--- src/design/cspp_params.svh ---
// Timing constants for the special-instruction pipeline sequencer
`ifndef CSPP_PARAMS_SVH
`define CSPP_PARAMS_SVH
`define CSPP_LIST_W 12
`define CSPP_CNT_W 5
`define CSPP_BIT_WAIT 3
`define CSPP_BIT_MEMS 2
`define CSPP_BIT_TEST_MEMS 1
`define CSPP_ID2_CYCLES 1
`define CSPP_SYSREG_WAIT 2
`define CSPP_TRAP_CODE_HI 8'h04
`define CSPP_TRAP_CODE_HI2 8'h05
`define CSPP_DISCARD_ONE 2'h1
`define CSPP_DISCARD_TWO 2'h2
`define CSPP_STAGES_TCALL 3'h6
`define CSPP_STAGES_TJUMP 3'h7
`endif

--- src/design/cspp_pkg.sv ---
// Types for the special-instruction pipeline sequencer
package cspp_pkg;
   typedef enum logic [4:0] {
      CSPP_OP_OTHER, CSPP_OP_BIT_CLEAR, CSPP_OP_BIT_INVERT, CSPP_OP_BIT_SET,
      CSPP_OP_BIT_TEST, CSPP_OP_TABLE_CALL, CSPP_OP_TABLE_CALL_RET, CSPP_OP_INT_DISABLE,
      CSPP_OP_INT_ENABLE, CSPP_OP_FRAME_RESTORE, CSPP_OP_FRAME_CREATE, CSPP_OP_HALT,
      CSPP_OP_SYSREG_WRITE, CSPP_OP_SYSREG_READ, CSPP_OP_NOP, CSPP_OP_EXC_RETURN,
      CSPP_OP_SW_TRAP, CSPP_OP_DBG_RETURN, CSPP_OP_DBG_TRAP, CSPP_OP_TABLE_JUMP,
      CSPP_OP_SHORT_LOAD, CSPP_OP_COND_BRANCH
   } cspp_op_e;
   typedef enum logic [2:0] {
      CSPP_ST_IDLE, CSPP_ST_BIT, CSPP_ST_FRAME, CSPP_ST_HALT, CSPP_ST_ID2,
      CSPP_ST_SYSWAIT, CSPP_ST_TJUMP
   } cspp_state_e;
endpackage

--- src/design/cspp_popcount.sv ---
// Counts selected registers in the register list field
`timescale 1ns/1ps
`include "cspp_params.svh"
module cspp_popcount (
   input wire logic [`CSPP_LIST_W-1:0] list_in,
   output logic [`CSPP_CNT_W-1:0] count_out
);
   always_comb begin
      count_out = '0;
      for (int i = 0; i < `CSPP_LIST_W; i++) begin
         count_out = count_out + {{(`CSPP_CNT_W-1){1'b0}}, list_in[i]};
      end
   end
endmodule

--- src/design/cspp_seq.sv ---
// Decode-stage sequencer and stall control for special instructions
// ----------------------------------------------------------------
// ----------------------------------------------------------------
`timescale 1ns/1ps
`include "cspp_params.svh"
module cspp_seq (
   input wire logic CLK,
   input wire logic RESET_N,
   input wire logic ID_VALID,
   input wire cspp_pkg::cspp_op_e ID_OP,
   input wire logic [`CSPP_LIST_W-1:0] ID_LIST,
   input wire logic ID_BRANCH,
   input wire logic ID_SAVED_PC,
   input wire logic ID_IS16,
   input wire logic [15:0] ID_TRAP_CODE,
   input wire logic HALT_RELEASE,
   input wire logic INT_REQ,
   output logic ID_STALL,
   output logic MEM_REQ,
   output logic MEM_WRITE,
   output logic EX_ACTIVE,
   output logic WB_WRITE,
   output logic FETCH_DISCARD,
   output logic [1:0] DISCARD_COUNT,
   output logic FETCH_REDIRECT,
   output logic INT_ACCEPT,
   output logic PAIR_ALLOW,
   output logic TRAP_VECTOR_VALID,
   output logic HALTED
);
   // ----------------------------------------------------------------
   // Reset and input synchronisation
   // ----------------------------------------------------------------
   logic rst_a_q;
   logic rst_b_q;
   logic rst_n;
   logic hr_a_q;
   logic hr_b_q;
   logic ir_a_q;
   logic ir_b_q;
   always_ff @(posedge CLK or negedge RESET_N) begin
      if (!RESET_N) begin
         rst_a_q <= 1'b0;
         rst_b_q <= 1'b0;
      end else begin
         rst_a_q <= 1'b1;
         rst_b_q <= rst_a_q;
      end
   end
   assign rst_n = rst_b_q;
   // Halt release and interrupt arrive from outside the clock domain
   always_ff @(posedge CLK or negedge rst_n) begin
      if (!rst_n) begin
         hr_a_q <= 1'b0;
         hr_b_q <= 1'b0;
         ir_a_q <= 1'b0;
         ir_b_q <= 1'b0;
      end else begin
         hr_a_q <= HALT_RELEASE;
         hr_b_q <= hr_a_q;
         ir_a_q <= INT_REQ;
         ir_b_q <= ir_a_q;
      end
   end
   // ----------------------------------------------------------------
   // State
   // ----------------------------------------------------------------
   typedef struct packed {
      cspp_pkg::cspp_state_e st;
      cspp_pkg::cspp_op_e op;
      logic [`CSPP_CNT_W-1:0] cnt;
      logic branch;
      logic last_sp_write;
      logic stall;
      logic mem_req;
      logic mem_write;
      logic ex_active;
      logic wb_write;
      logic discard;
      logic [1:0] discard_cnt;
      logic redirect;
      logic int_accept;
      logic pair;
      logic vec_valid;
      logic halted;
      logic rmw_pend;
   } cspp_state_s;
   cspp_state_s s_q;
   cspp_state_s s_d;
   logic [`CSPP_CNT_W-1:0] list_n;
   logic trap_code_ok;
   logic int_maskop;
   cspp_popcount u_popcount (
      .list_in(ID_LIST),
      .count_out(list_n)
   );
   // Only 004n and 005n codes are software traps
   assign trap_code_ok = (ID_TRAP_CODE[15:4] == 12'(`CSPP_TRAP_CODE_HI)) ||
      (ID_TRAP_CODE[15:4] == 12'(`CSPP_TRAP_CODE_HI2));
   // Interrupts are never taken on the mask-changing instruction itself
   assign int_maskop = (ID_OP == cspp_pkg::CSPP_OP_INT_DISABLE) ||
      (ID_OP == cspp_pkg::CSPP_OP_INT_ENABLE);
   // ----------------------------------------------------------------
   // Next state
   // ----------------------------------------------------------------
   always_comb begin
      s_d = s_q;
      s_d.mem_req = 1'b0;
      s_d.mem_write = 1'b0;
      s_d.ex_active = 1'b0;
      s_d.wb_write = 1'b0;
      s_d.discard = 1'b0;
      s_d.discard_cnt = 2'h0;
      s_d.redirect = 1'b0;
      s_d.int_accept = 1'b0;
      s_d.pair = 1'b0;
      s_d.vec_valid = 1'b0;
      s_d.rmw_pend = 1'b0;
      unique case (s_q.st)
         cspp_pkg::CSPP_ST_IDLE: begin
            s_d.stall = 1'b0;
            if (ID_VALID) begin
               s_d.op = ID_OP;
               s_d.last_sp_write = 1'b0;
               s_d.int_accept = ir_b_q && !int_maskop;
               unique case (ID_OP)
                  cspp_pkg::CSPP_OP_BIT_CLEAR, cspp_pkg::CSPP_OP_BIT_INVERT,
                  cspp_pkg::CSPP_OP_BIT_SET, cspp_pkg::CSPP_OP_BIT_TEST: begin
                     s_d.st = cspp_pkg::CSPP_ST_BIT;
                     s_d.cnt = `CSPP_CNT_W'(`CSPP_BIT_WAIT);
                     s_d.stall = 1'b1;
                     s_d.ex_active = 1'b1;
                  end
                  cspp_pkg::CSPP_OP_TABLE_CALL: begin
                     s_d.mem_req = 1'b1;
                     s_d.discard = 1'b1;
                     s_d.discard_cnt = `CSPP_DISCARD_ONE;
                  end
                  cspp_pkg::CSPP_OP_TABLE_CALL_RET: begin
                     // Target known in decode; later stages stay idle
                     s_d.discard = 1'b1;
                     s_d.discard_cnt = `CSPP_DISCARD_ONE;
                     s_d.redirect = 1'b1;
                  end
                  cspp_pkg::CSPP_OP_FRAME_RESTORE, cspp_pkg::CSPP_OP_FRAME_CREATE: begin
                     s_d.st = cspp_pkg::CSPP_ST_FRAME;
                     s_d.cnt = list_n;
                     s_d.branch = ID_BRANCH && (ID_OP == cspp_pkg::CSPP_OP_FRAME_RESTORE);
                     s_d.discard = s_d.branch;
                     s_d.discard_cnt = s_d.branch ? `CSPP_DISCARD_ONE : 2'h0;
                     s_d.stall = 1'b1;
                     s_d.ex_active = 1'b1;
                  end
                  cspp_pkg::CSPP_OP_HALT: begin
                     s_d.st = cspp_pkg::CSPP_ST_HALT;
                     s_d.stall = 1'b1;
                     s_d.halted = 1'b1;
                  end
                  cspp_pkg::CSPP_OP_SYSREG_WRITE: begin
                     s_d.last_sp_write = ID_SAVED_PC;
                     s_d.ex_active = 1'b1;
                     s_d.wb_write = 1'b1;
                  end
                  cspp_pkg::CSPP_OP_SYSREG_READ: begin
                     s_d.ex_active = 1'b1;
                     s_d.wb_write = 1'b1;
                     if (s_q.last_sp_write) begin
                        s_d.st = cspp_pkg::CSPP_ST_SYSWAIT;
                        s_d.cnt = `CSPP_CNT_W'(`CSPP_SYSREG_WAIT);
                        s_d.stall = 1'b1;
                        s_d.ex_active = 1'b0;
                        s_d.wb_write = 1'b0;
                     end
                  end
                  cspp_pkg::CSPP_OP_EXC_RETURN, cspp_pkg::CSPP_OP_SW_TRAP,
                  cspp_pkg::CSPP_OP_DBG_RETURN, cspp_pkg::CSPP_OP_DBG_TRAP: begin
                     // First decode cycle: register select or code detection
                     s_d.st = cspp_pkg::CSPP_ST_ID2;
                     s_d.stall = 1'b1;
                     s_d.discard = 1'b1;
                     s_d.discard_cnt = `CSPP_DISCARD_TWO;
                     if (ID_OP == cspp_pkg::CSPP_OP_SW_TRAP && !trap_code_ok) begin
                        s_d.st = cspp_pkg::CSPP_ST_IDLE;
                        s_d.stall = 1'b0;
                        s_d.discard = 1'b0;
                        s_d.discard_cnt = 2'h0;
                     end
                  end
                  cspp_pkg::CSPP_OP_TABLE_JUMP: begin
                     s_d.st = cspp_pkg::CSPP_ST_TJUMP;
                     s_d.cnt = `CSPP_CNT_W'(1);
                     s_d.stall = 1'b1;
                     s_d.ex_active = 1'b1;
                     s_d.discard = 1'b1;
                     s_d.discard_cnt = `CSPP_DISCARD_ONE;
                  end
                  cspp_pkg::CSPP_OP_SHORT_LOAD, cspp_pkg::CSPP_OP_COND_BRANCH: begin
                     // Pairing may hide a following no-operation delay
                     s_d.pair = ID_IS16;
                     s_d.mem_req = (ID_OP == cspp_pkg::CSPP_OP_SHORT_LOAD);
                  end
                  cspp_pkg::CSPP_OP_NOP: begin
                     s_d.ex_active = 1'b0;
                  end
                  default: begin
                     s_d.ex_active = 1'b1;
                  end
               endcase
            end else begin
               // A decode bubble means the read no longer follows the write
               s_d.last_sp_write = 1'b0;
            end
         end
         cspp_pkg::CSPP_ST_BIT: begin
            s_d.cnt = s_q.cnt - `CSPP_CNT_W'(1);
            s_d.mem_req = (s_q.cnt == `CSPP_CNT_W'(`CSPP_BIT_WAIT));
            s_d.ex_active = (s_q.cnt == `CSPP_CNT_W'(2));
            if (s_q.cnt == `CSPP_CNT_W'(2)) begin
               s_d.stall = 1'b0;
               s_d.st = cspp_pkg::CSPP_ST_IDLE;
               // Bit test has no write pass; its second memory slot stays idle
               s_d.rmw_pend = (s_q.op != cspp_pkg::CSPP_OP_BIT_TEST);
            end
         end
         cspp_pkg::CSPP_ST_FRAME: begin
            s_d.mem_req = 1'b1;
            s_d.mem_write = (s_q.op == cspp_pkg::CSPP_OP_FRAME_CREATE);
            s_d.cnt = s_q.cnt - `CSPP_CNT_W'(1);
            if (s_q.cnt == '0) begin
               s_d.st = cspp_pkg::CSPP_ST_IDLE;
               s_d.stall = 1'b0;
               s_d.redirect = s_q.branch;
               s_d.wb_write = 1'b1;
            end
         end
         cspp_pkg::CSPP_ST_HALT: begin
            if (hr_b_q) begin
               s_d.st = cspp_pkg::CSPP_ST_IDLE;
               s_d.stall = 1'b0;
               s_d.halted = 1'b0;
            end
         end
         cspp_pkg::CSPP_ST_ID2: begin
            // Second decode cycle: saved PC read or handler address built
            s_d.st = cspp_pkg::CSPP_ST_IDLE;
            s_d.stall = 1'b0;
            s_d.ex_active = 1'b1;
            s_d.redirect = 1'b1;
            s_d.vec_valid = (s_q.op == cspp_pkg::CSPP_OP_SW_TRAP) ||
               (s_q.op == cspp_pkg::CSPP_OP_DBG_TRAP);
            s_d.mem_req = 1'b0;
         end
         cspp_pkg::CSPP_ST_SYSWAIT: begin
            s_d.cnt = s_q.cnt - `CSPP_CNT_W'(1);
            if (s_q.cnt == `CSPP_CNT_W'(1)) begin
               s_d.st = cspp_pkg::CSPP_ST_IDLE;
               s_d.stall = 1'b0;
               s_d.ex_active = 1'b1;
               s_d.wb_write = 1'b1;
               s_d.last_sp_write = 1'b0;
            end
         end
         cspp_pkg::CSPP_ST_TJUMP: begin
            // Memory read then second execute; trailing slots idle
            s_d.cnt = s_q.cnt - `CSPP_CNT_W'(1);
            s_d.mem_req = (s_q.cnt == `CSPP_CNT_W'(1));
            if (s_q.cnt == '0) begin
               s_d.ex_active = 1'b1;
               s_d.redirect = 1'b1;
               s_d.stall = 1'b0;
               s_d.st = cspp_pkg::CSPP_ST_IDLE;
            end
         end
         default: begin
            s_d.st = cspp_pkg::CSPP_ST_IDLE;
            s_d.stall = 1'b0;
         end
      endcase
      // Write pass overlaps the next decode; a load issued in that
      // same cycle would have to share the bus slot
      if (s_q.rmw_pend) begin
         s_d.mem_req = 1'b1;
         s_d.mem_write = 1'b1;
      end
   end
   always_ff @(posedge CLK or negedge rst_n) begin
      if (!rst_n) begin
         s_q <= '0;
      end else begin
         s_q <= s_d;
      end
   end
   // ----------------------------------------------------------------
   // Outputs
   // ----------------------------------------------------------------
   assign ID_STALL = s_q.stall;
   assign MEM_REQ = s_q.mem_req;
   assign MEM_WRITE = s_q.mem_write;
   assign EX_ACTIVE = s_q.ex_active;
   assign WB_WRITE = s_q.wb_write;
   assign FETCH_DISCARD = s_q.discard;
   assign DISCARD_COUNT = s_q.discard_cnt;
   assign FETCH_REDIRECT = s_q.redirect;
   assign INT_ACCEPT = s_q.int_accept;
   assign PAIR_ALLOW = s_q.pair;
   assign TRAP_VECTOR_VALID = s_q.vec_valid;
   assign HALTED = s_q.halted;
endmodule

--- config.mk ---
export PLATFORM = sky130hd
export DESIGN_NAME = cspp_seq
export DESIGN_NICKNAME = d
export VERILOG_FILES = /design/src/design/cspp_pkg.sv /design/src/design/cspp_popcount.sv /design/src/design/cspp_seq.sv
export VERILOG_INCLUDE_DIRS = /design/src /design/src/design
export SDC_FILE = /design/constraint.sdc
export NUM_CORES = 1
export LEC_CHECK = 0
export ABC_AREA = 0
export BUFFER_PORTS_ARGS = -buffer_cell sky130_fd_sc_hd__buf_4
export CAP_MARGIN = 0
export CORE_MARGIN = 4
export CORE_UTILIZATION = 55
export CTS_CLUSTER_DIAMETER = 150
export DETAILED_ROUTE_END_ITERATION = 12
export PLACE_DENSITY_LB_ADDON = 0.12
export SYNTH_ARGS = -nofsm -noshare
export SYNTH_HDL_FRONTEND = slang
export SYNTH_HIERARCHICAL = 1
export SYNTH_SLANG_ARGS = --single-unit
--- constraint.sdc ---
create_clock -name CLK -period 2.4 [get_ports CLK]
set_clock_uncertainty 0.1 [all_clocks]
set_input_delay 0.48 -clock CLK [delete_from_list [all_inputs] [get_ports CLK]]
set_output_delay 0.48 -clock CLK [all_outputs]
set_load 0.01 [all_outputs]
==> results of run 1 <==
-- area by class of cell --
cell class / count / share of cell area, %
multi-input cells: 199 / 48.0
flip-flops and latches: 35 / 28.4
clock inverters: 3 / 0.648
inverters: 26 / 3.16
well taps: 52 / 2.11
repair buffers: 63 / 15.5
clock buffers: 5 / 2.23
-- what timing repair did --
| item | in CTS | in global routing |
|---|---|---|
| endpoints found under the hold margin | 2 | 0 |
| resized for setup | 7 | 3 |
| hold buffers | 1 | 0 |
| pin swaps | 13 | 8 |
| setup buffers | 0 | 0 |
| setup endpoints to repair | 4 | 4 |
-- cells in the mapped netlist (4+ instances only) --
| cell type | count |
|---|---|
| o211ai_1 | 4 |
| a21oi_1 | 14 |
| o22ai_1 | 5 |
| ha_1 | 9 |
| nand2b_1 | 7 |
| nand3b_1 | 6 |
| a21o_1 | 4 |
| clkbuf_1 | 8 |
| buf_4 | 4 |
| nor3b_1 | 4 |
| inv_1 | 26 |
| nor2b_1 | 5 |
| o21ai_0 | 11 |
| fa_1 | 7 |
| nor4b_1 | 4 |
| dfrtp_1 | 35 |
| nand3_1 | 4 |
| nor2_1 | 14 |
| buf_6 | 4 |
| nor3_1 | 9 |
| nand2_1 | 21 |
-- worst max-delay path, delay by kind of cell --
| family | cells | cell delay, ps |
|---|---|---|
| AO/OA/AOI/OAI | 2 | 190 |
| buffers and inverters | 5 | 300 |
| adder cells (fa/ha/maj) | 6 | 2530 |
| AND/OR/NAND/NOR | 1 | 290 |
-- final timing paths --
path,startpoint,to,slack (ps),cells past startpoint
worst min register to register,rst_b_q,s_q[24],170,1
max in group asynchronous,RESET_N,rst_a_q,1720,2
worst max register to register,s_q[16],s_q[27],300,6
worst min-delay path,rst_b_q,s_q[24],170,1
worst max-delay path,ID_LIST[3],s_q[17],-1370,14
min in group CLK,INT_REQ,ir_a_q,200,1
-- metal layers --
| layer | vias to the layer above | global-route usage (%) | part of all wire [%] |
|---|---|---|---|
| met1 | 1066 | 29.8 | 45 |
| met2 | 91 | 34.1 | 47 |
| met5 | - | 0 | 0 |
| met4 | 0 | 9.24 | 2.3 |
| li1 | 1099 | - | - |
| met3 | 16 | 4.73 | 6.1 |
-- per-stage QoR --
stage	area, um2	std cells	power [mW]	hold slack (ps)	TNS, ps
2_1_floorplan	2560	281	1.23	84.4	-4480
3_5_place_dp	2960	374	1.48	164	-5730
6_report	3090	383	1.94	172	-4350
4_1_cts	3080	383	1.93	186	-4420
3_3_place_gp	2960	374	1.45	162	-5500
5_1_grt	3090	383	2.09	175	-4750
-- kinds of logic after synthesis --
| logic type | share of synthesized area, % |
|---|---|
| AO/OA/AOI/OAI | 19.2 |
| XOR/XNOR | 1.71 |
| adder cells (fa/ha/maj) | 9.87 |
| buffers and inverters | 8.94 |
| flip-flops | 34.2 |
| multiplexers | 1.22 |
| other | 0.293 |
| AND/OR/NAND/NOR | 24.6 |
-- power groups by stage --
| stage | clock, mW | sequential [mW] | combinational (mW) |
|---|---|---|---|
| 6_report | 0.421 | 0.749 | 0.771 |
| 5_1_grt | 0.472 | 0.767 | 0.855 |
| 4_1_cts | 0.431 | 0.749 | 0.751 |
| 3_5_place_dp | 0 | 0.760 | 0.718 |
| 3_3_place_gp | 0 | 0.756 | 0.698 |
| 2_1_floorplan | 0 | 0.763 | 0.471 |
-- layout by cell type, fill, tap and decap left out, types with 5 or more instances in the layout --
cell type  count
o21ai_0       10
buf_4         61
ha_1           8
dfrtp_1       35
a21oi_1       14
fa_1           7
nor2_1        14
nand2b_1       7
nor3_1         9
nand3b_1       6
o22ai_1        5
nand2_1       20
inv_1         24
clkbuf_8       5
==> flow_summary.ini, run 1 <==
[worst_setup_path]
worstSetupStartpointType = input pin
critPathRequiredTime_ps = 2450
cp-end-kind = register
critPathMaxFanout = 2
critPathArrivalTime_ps = 3820
critical_path_class = in2reg
cpPeakStageDelay_ps = 530
crit_chain = buf_6, fa_1, inv_1, fa_1, fa_1, fa_1, inv_2, ha_4, inv_2, fa_1, inv_1, or3_1, o21ai_1, a222oi_1
crit_path_top_delay_cell = fa_1
path_common_cell = fa_1

[sta]
slew_headroom_pct = 66.1
slew_violations = 0
setup_viol = 4
fin_crit_ps = 3770
grt_setup_unrepaired = yes
tightest_slew_ps = 508
fmax_mhz = 265
setup_slack_ps = -1370
finalHoldViolations = 0
fin_crit_sh_pct = 157

[cts]
clockBufferDepth = 2
insertion_delay_ps = 290
htree_levels = 2
numCtsBuffers = 5
path_clk_slew_ps = 70
clockRootBuffer = clkbuf_8
cts_sinks = 35
cts_tree = built

[logic_synthesis]
ys_warn_count = 6
synthCells = 281
seq_area_frac_synth_pct = 34.2
ys_ff_latch = 35
yosysTopAreaCell = dfrtp_1
ys_async_sr_fraction_pct = 100
synth_area_leaders = dfrtp_1 (34%), fa_1 (5.5%), ha_1 (4.4%)
netlist_area_mm2 = 0.00256
syn_nets = 338
avgSynthCellArea_um2 = 9.11
synth_cell_type_count = 72
synth-edff-count = 0
yosys_most_used_dff = dfrtp_1
synth_top_cell_area_share_pct = 34.2

[floorplanning]
io_pins = 54
start_util_pct = 57.6
dieArea_mm2 = 0.00581
fp.dieW_um = 76.2
die_h_um = 76.2
core_mm2 = 0.00444
rows = 24

[power]
pwr-share-comb_pct = 39.7
p_leak_nw = 1.46
swShare_pct = 36.2
power_switching_mw = 0.703
sequentialPowerShare_pct = 38.6
p_int_mw = 1.24
p_per_area_mw_per_mm2 = 628
irDropWorstVdd_mv = 0.374
p_clk_share_pct = 21.7

[finish]
largest_reg_flops = 16
n_antenna_cell = 0
fillers = 372
top_register = s_q
multiInputGateArea_mm2 = 0.00148
drive_above_1_share_pct = 26.6
seqCellArea_um2 = 876
area_delta_synth_final_pct = 20.7
fin_util_pct = 69.5
nets = 387

[drt]
detail_route.first_pass.iterations = 4
finalWirelength_um = 6100
viasPerCell = 5.93
wl_per_cell_um = 15.9
initialDrtViolationCount = 229
drc = 0
vias = 2272
ant_nets = 0

[global_routing]
track_usage_pct = 22.0
antenna_found_initial = 0
grt_overflow_total = 0
grt_pass1_wl_um = 10200
grt_pass1_vias = 2193
grt_max_degree = 34

[placement]
portBuffers = 48
gp_congestion = 0.902
place_hpwl_um = 4580
post-place-ws_ps = -1770

[status]
violations = setup timing
outcome = complete, but fails checks

[run]
max_cap_viol_count = 0

[worst_hold_path]
hold_path_class = reg2async
(Power assumes the default switching activity.)
==> inputs of run 2 (changes only) <==
--- a/config.mk
+++ b/config.mk
@@ -7,12 +7,12 @@
 export NUM_CORES = 1
 export LEC_CHECK = 0
 export ABC_AREA = 0
-export BUFFER_PORTS_ARGS = -buffer_cell sky130_fd_sc_hd__buf_4
 export CAP_MARGIN = 0
 export CORE_MARGIN = 4
 export CORE_UTILIZATION = 55
 export CTS_CLUSTER_DIAMETER = 150
 export DETAILED_ROUTE_END_ITERATION = 12
+export DONT_BUFFER_PORTS = 1
 export PLACE_DENSITY_LB_ADDON = 0.12
 export SYNTH_ARGS = -nofsm -noshare
 export SYNTH_HDL_FRONTEND = slang
==> run 2 against run 1 <==
  * The flow still finishes with violations (setup timing)
  * Power up 0.16%
  * Clock power rose by 26%
  * Core utilization decreased by 8.1 points
  * Hold slack got worse by 60 ps
  * Final area decreased by 12%
  * Maximum frequency increased by 4.0%
  * Register-to-register slack worse by 110 ps
==> flow_summary.ini, run 2 (same netlist as run 1, synthesis figures left out) <==
[status]
outcome = complete, but fails checks
violations = setup timing

[power]
pwr-share-comb_pct = 33.4
p_int_mw = 1.29
p_leak_nw = 1.23
p_per_area_mw_per_mm2 = 712
swShare_pct = 33.8
p_clk_share_pct = 27.3
sequentialPowerShare_pct = 39.3
irDropWorstVdd_mv = 0.332
power_switching_mw = 0.657

[drt]
drc = 0
wl_per_cell_um = 17.8
detail_route.first_pass.iterations = 4
finalWirelength_um = 5890
vias = 2106
ant_nets = 0
viasPerCell = 6.34
initialDrtViolationCount = 173

[sta]
tightest_slew_ps = 581
setup_slack_ps = -1230
slew_headroom_pct = 61.1
setup_viol = 4
fin_crit_ps = 3630
slew_violations = 0
whs_ps = 112
fmax_mhz = 276
grt_setup_unrepaired = yes
finalHoldViolations = 0
fin_crit_sh_pct = 151

[worst_setup_path]
r2r-end = s_q[27]
reg2reg_slack_ps = 190
r2r_start = s_q[17]
critPathRequiredTime_ps = 2440
critPathLaunch = ID_LIST[0]
critPathMaxFanout = 2
endpoint = s_q[17]
cp-end-kind = register
critical_path_class = in2reg
r2r_cells = 6
critPathArrivalTime_ps = 3670
worstSetupStartpointType = input pin

[global_routing]
grt_pass1_wl_um = 9940
track_usage_pct = 21.0
use_met1_pct = 29.2
grt_pass1_vias = 2002
antenna_found_initial = 0
grt_max_degree = 34
met2_usage_pct = 32.2
grt_overflow_total = 0
busiest_layer = met2
met3_usage_pct = 4.37

[cts]
clockBufferDepth = 2
cts_sinks = 35
insertion_delay_ps = 290
clockRootBuffer = clkbuf_8
htree_levels = 2
numCtsBuffers = 5
cts_tree = built
path_clk_slew_ps = 80

[run]
max_cap_viol_count = 0

[floorplanning]
io_pins = 54
die_h_um = 76.2
start_util_pct = 57.6
rows = 24
fp.dieW_um = 76.2
core_mm2 = 0.00444
dieArea_mm2 = 0.00581

[finish]
fin_area_mm2 = 0.00273
largest_reg_flops = 16
nets = 336
final_common_cell = dfrtp_1
top_register = s_q
area_delta_synth_final_pct = 6.65
fillers = 392
n_antenna_cell = 0
seqCellArea_um2 = 876
multiInputGateArea_mm2 = 0.00148
drive_above_1_share_pct = 13.6
final_cell_mix = dfrtp_1 (35), inv_1 (23), nand2_1 (20)

[worst_hold_path]
hold_path_class = in2reg

[placement]
place_hpwl_um = 4220
portBuffers = 0
place_area_mm2 = 0.00257
gp_congestion = 0.873
[run 2: how the worst min path moves through the flow]
stage | from | to | depth (start not counted)
floorplan | RESET_N | rst_a_q | 0
global placement | RESET_N | rst_a_q | 0
detailed placement | RESET_N | rst_a_q | 0
CTS | HALT_RELEASE | hr_a_q | 0
global route | HALT_RELEASE | hr_a_q | 0
finish | HALT_RELEASE | hr_a_q | 0
[run 2: critical path: stages]
cell	delay, ps
fa_1	520
inv_1	50
fa_1	460
fa_1	510
fa_1	430
inv_2	80
ha_4	130
inv_2	30
fa_1	460
inv_1	40
o31a_1	270
o21ai_1	110
a222oi_1	90
[run 2: power by group through the flow]
stage,clock (mW),combinational (mW),sequential (mW)
final,0.531,0.650,0.763
after global routing,0.574,0.737,0.777
after CTS,0.535,0.648,0.763
after detailed placement,0,0.596,0.774
after global placement,0,0.584,0.771
after floorplan,0,0.471,0.763
[run 2: layout make-up]
type | instances | area share (%)
multi-input combinational | 199 | 54.3
timing repair buffer | 12 | 3.53
clock inverter | 3 | 1.60
clock buffer | 5 | 2.52
sequential | 35 | 32.1
inverter | 26 | 3.57
tap | 52 | 2.38
[run 2: stage by stage]
stage	utilization (%)	power (mW)	setup slack, ps	setup TNS (ps)	cells
floorplan	-	1.23	-1510	-4480	281
global placement	57.8	1.36	-1590	-5080	322
detailed placement	57.8	1.37	-1630	-5160	322
CTS	61.4	1.95	-1290	-4120	332
global route	61.4	2.09	-1360	-4210	332
finish	61.4	1.94	-1230	-3780	332
[run 2: routing by layer]
metal	wire, um	vias up	share of wire, %
met4	94	0	1.6
met3	419	8	7.1
met2	2660	87	45
met5	0	-	0
met1	2720	1013	46
li1	-	998	-
[run 2: repair_timing]
action	in CTS	in global routing
resized for setup	9	1
buffers inserted	2	1
pin swaps	11	6
endpoints found under the setup margin	4	4
hold endpoints to repair	2	0
hold buffers	1	0
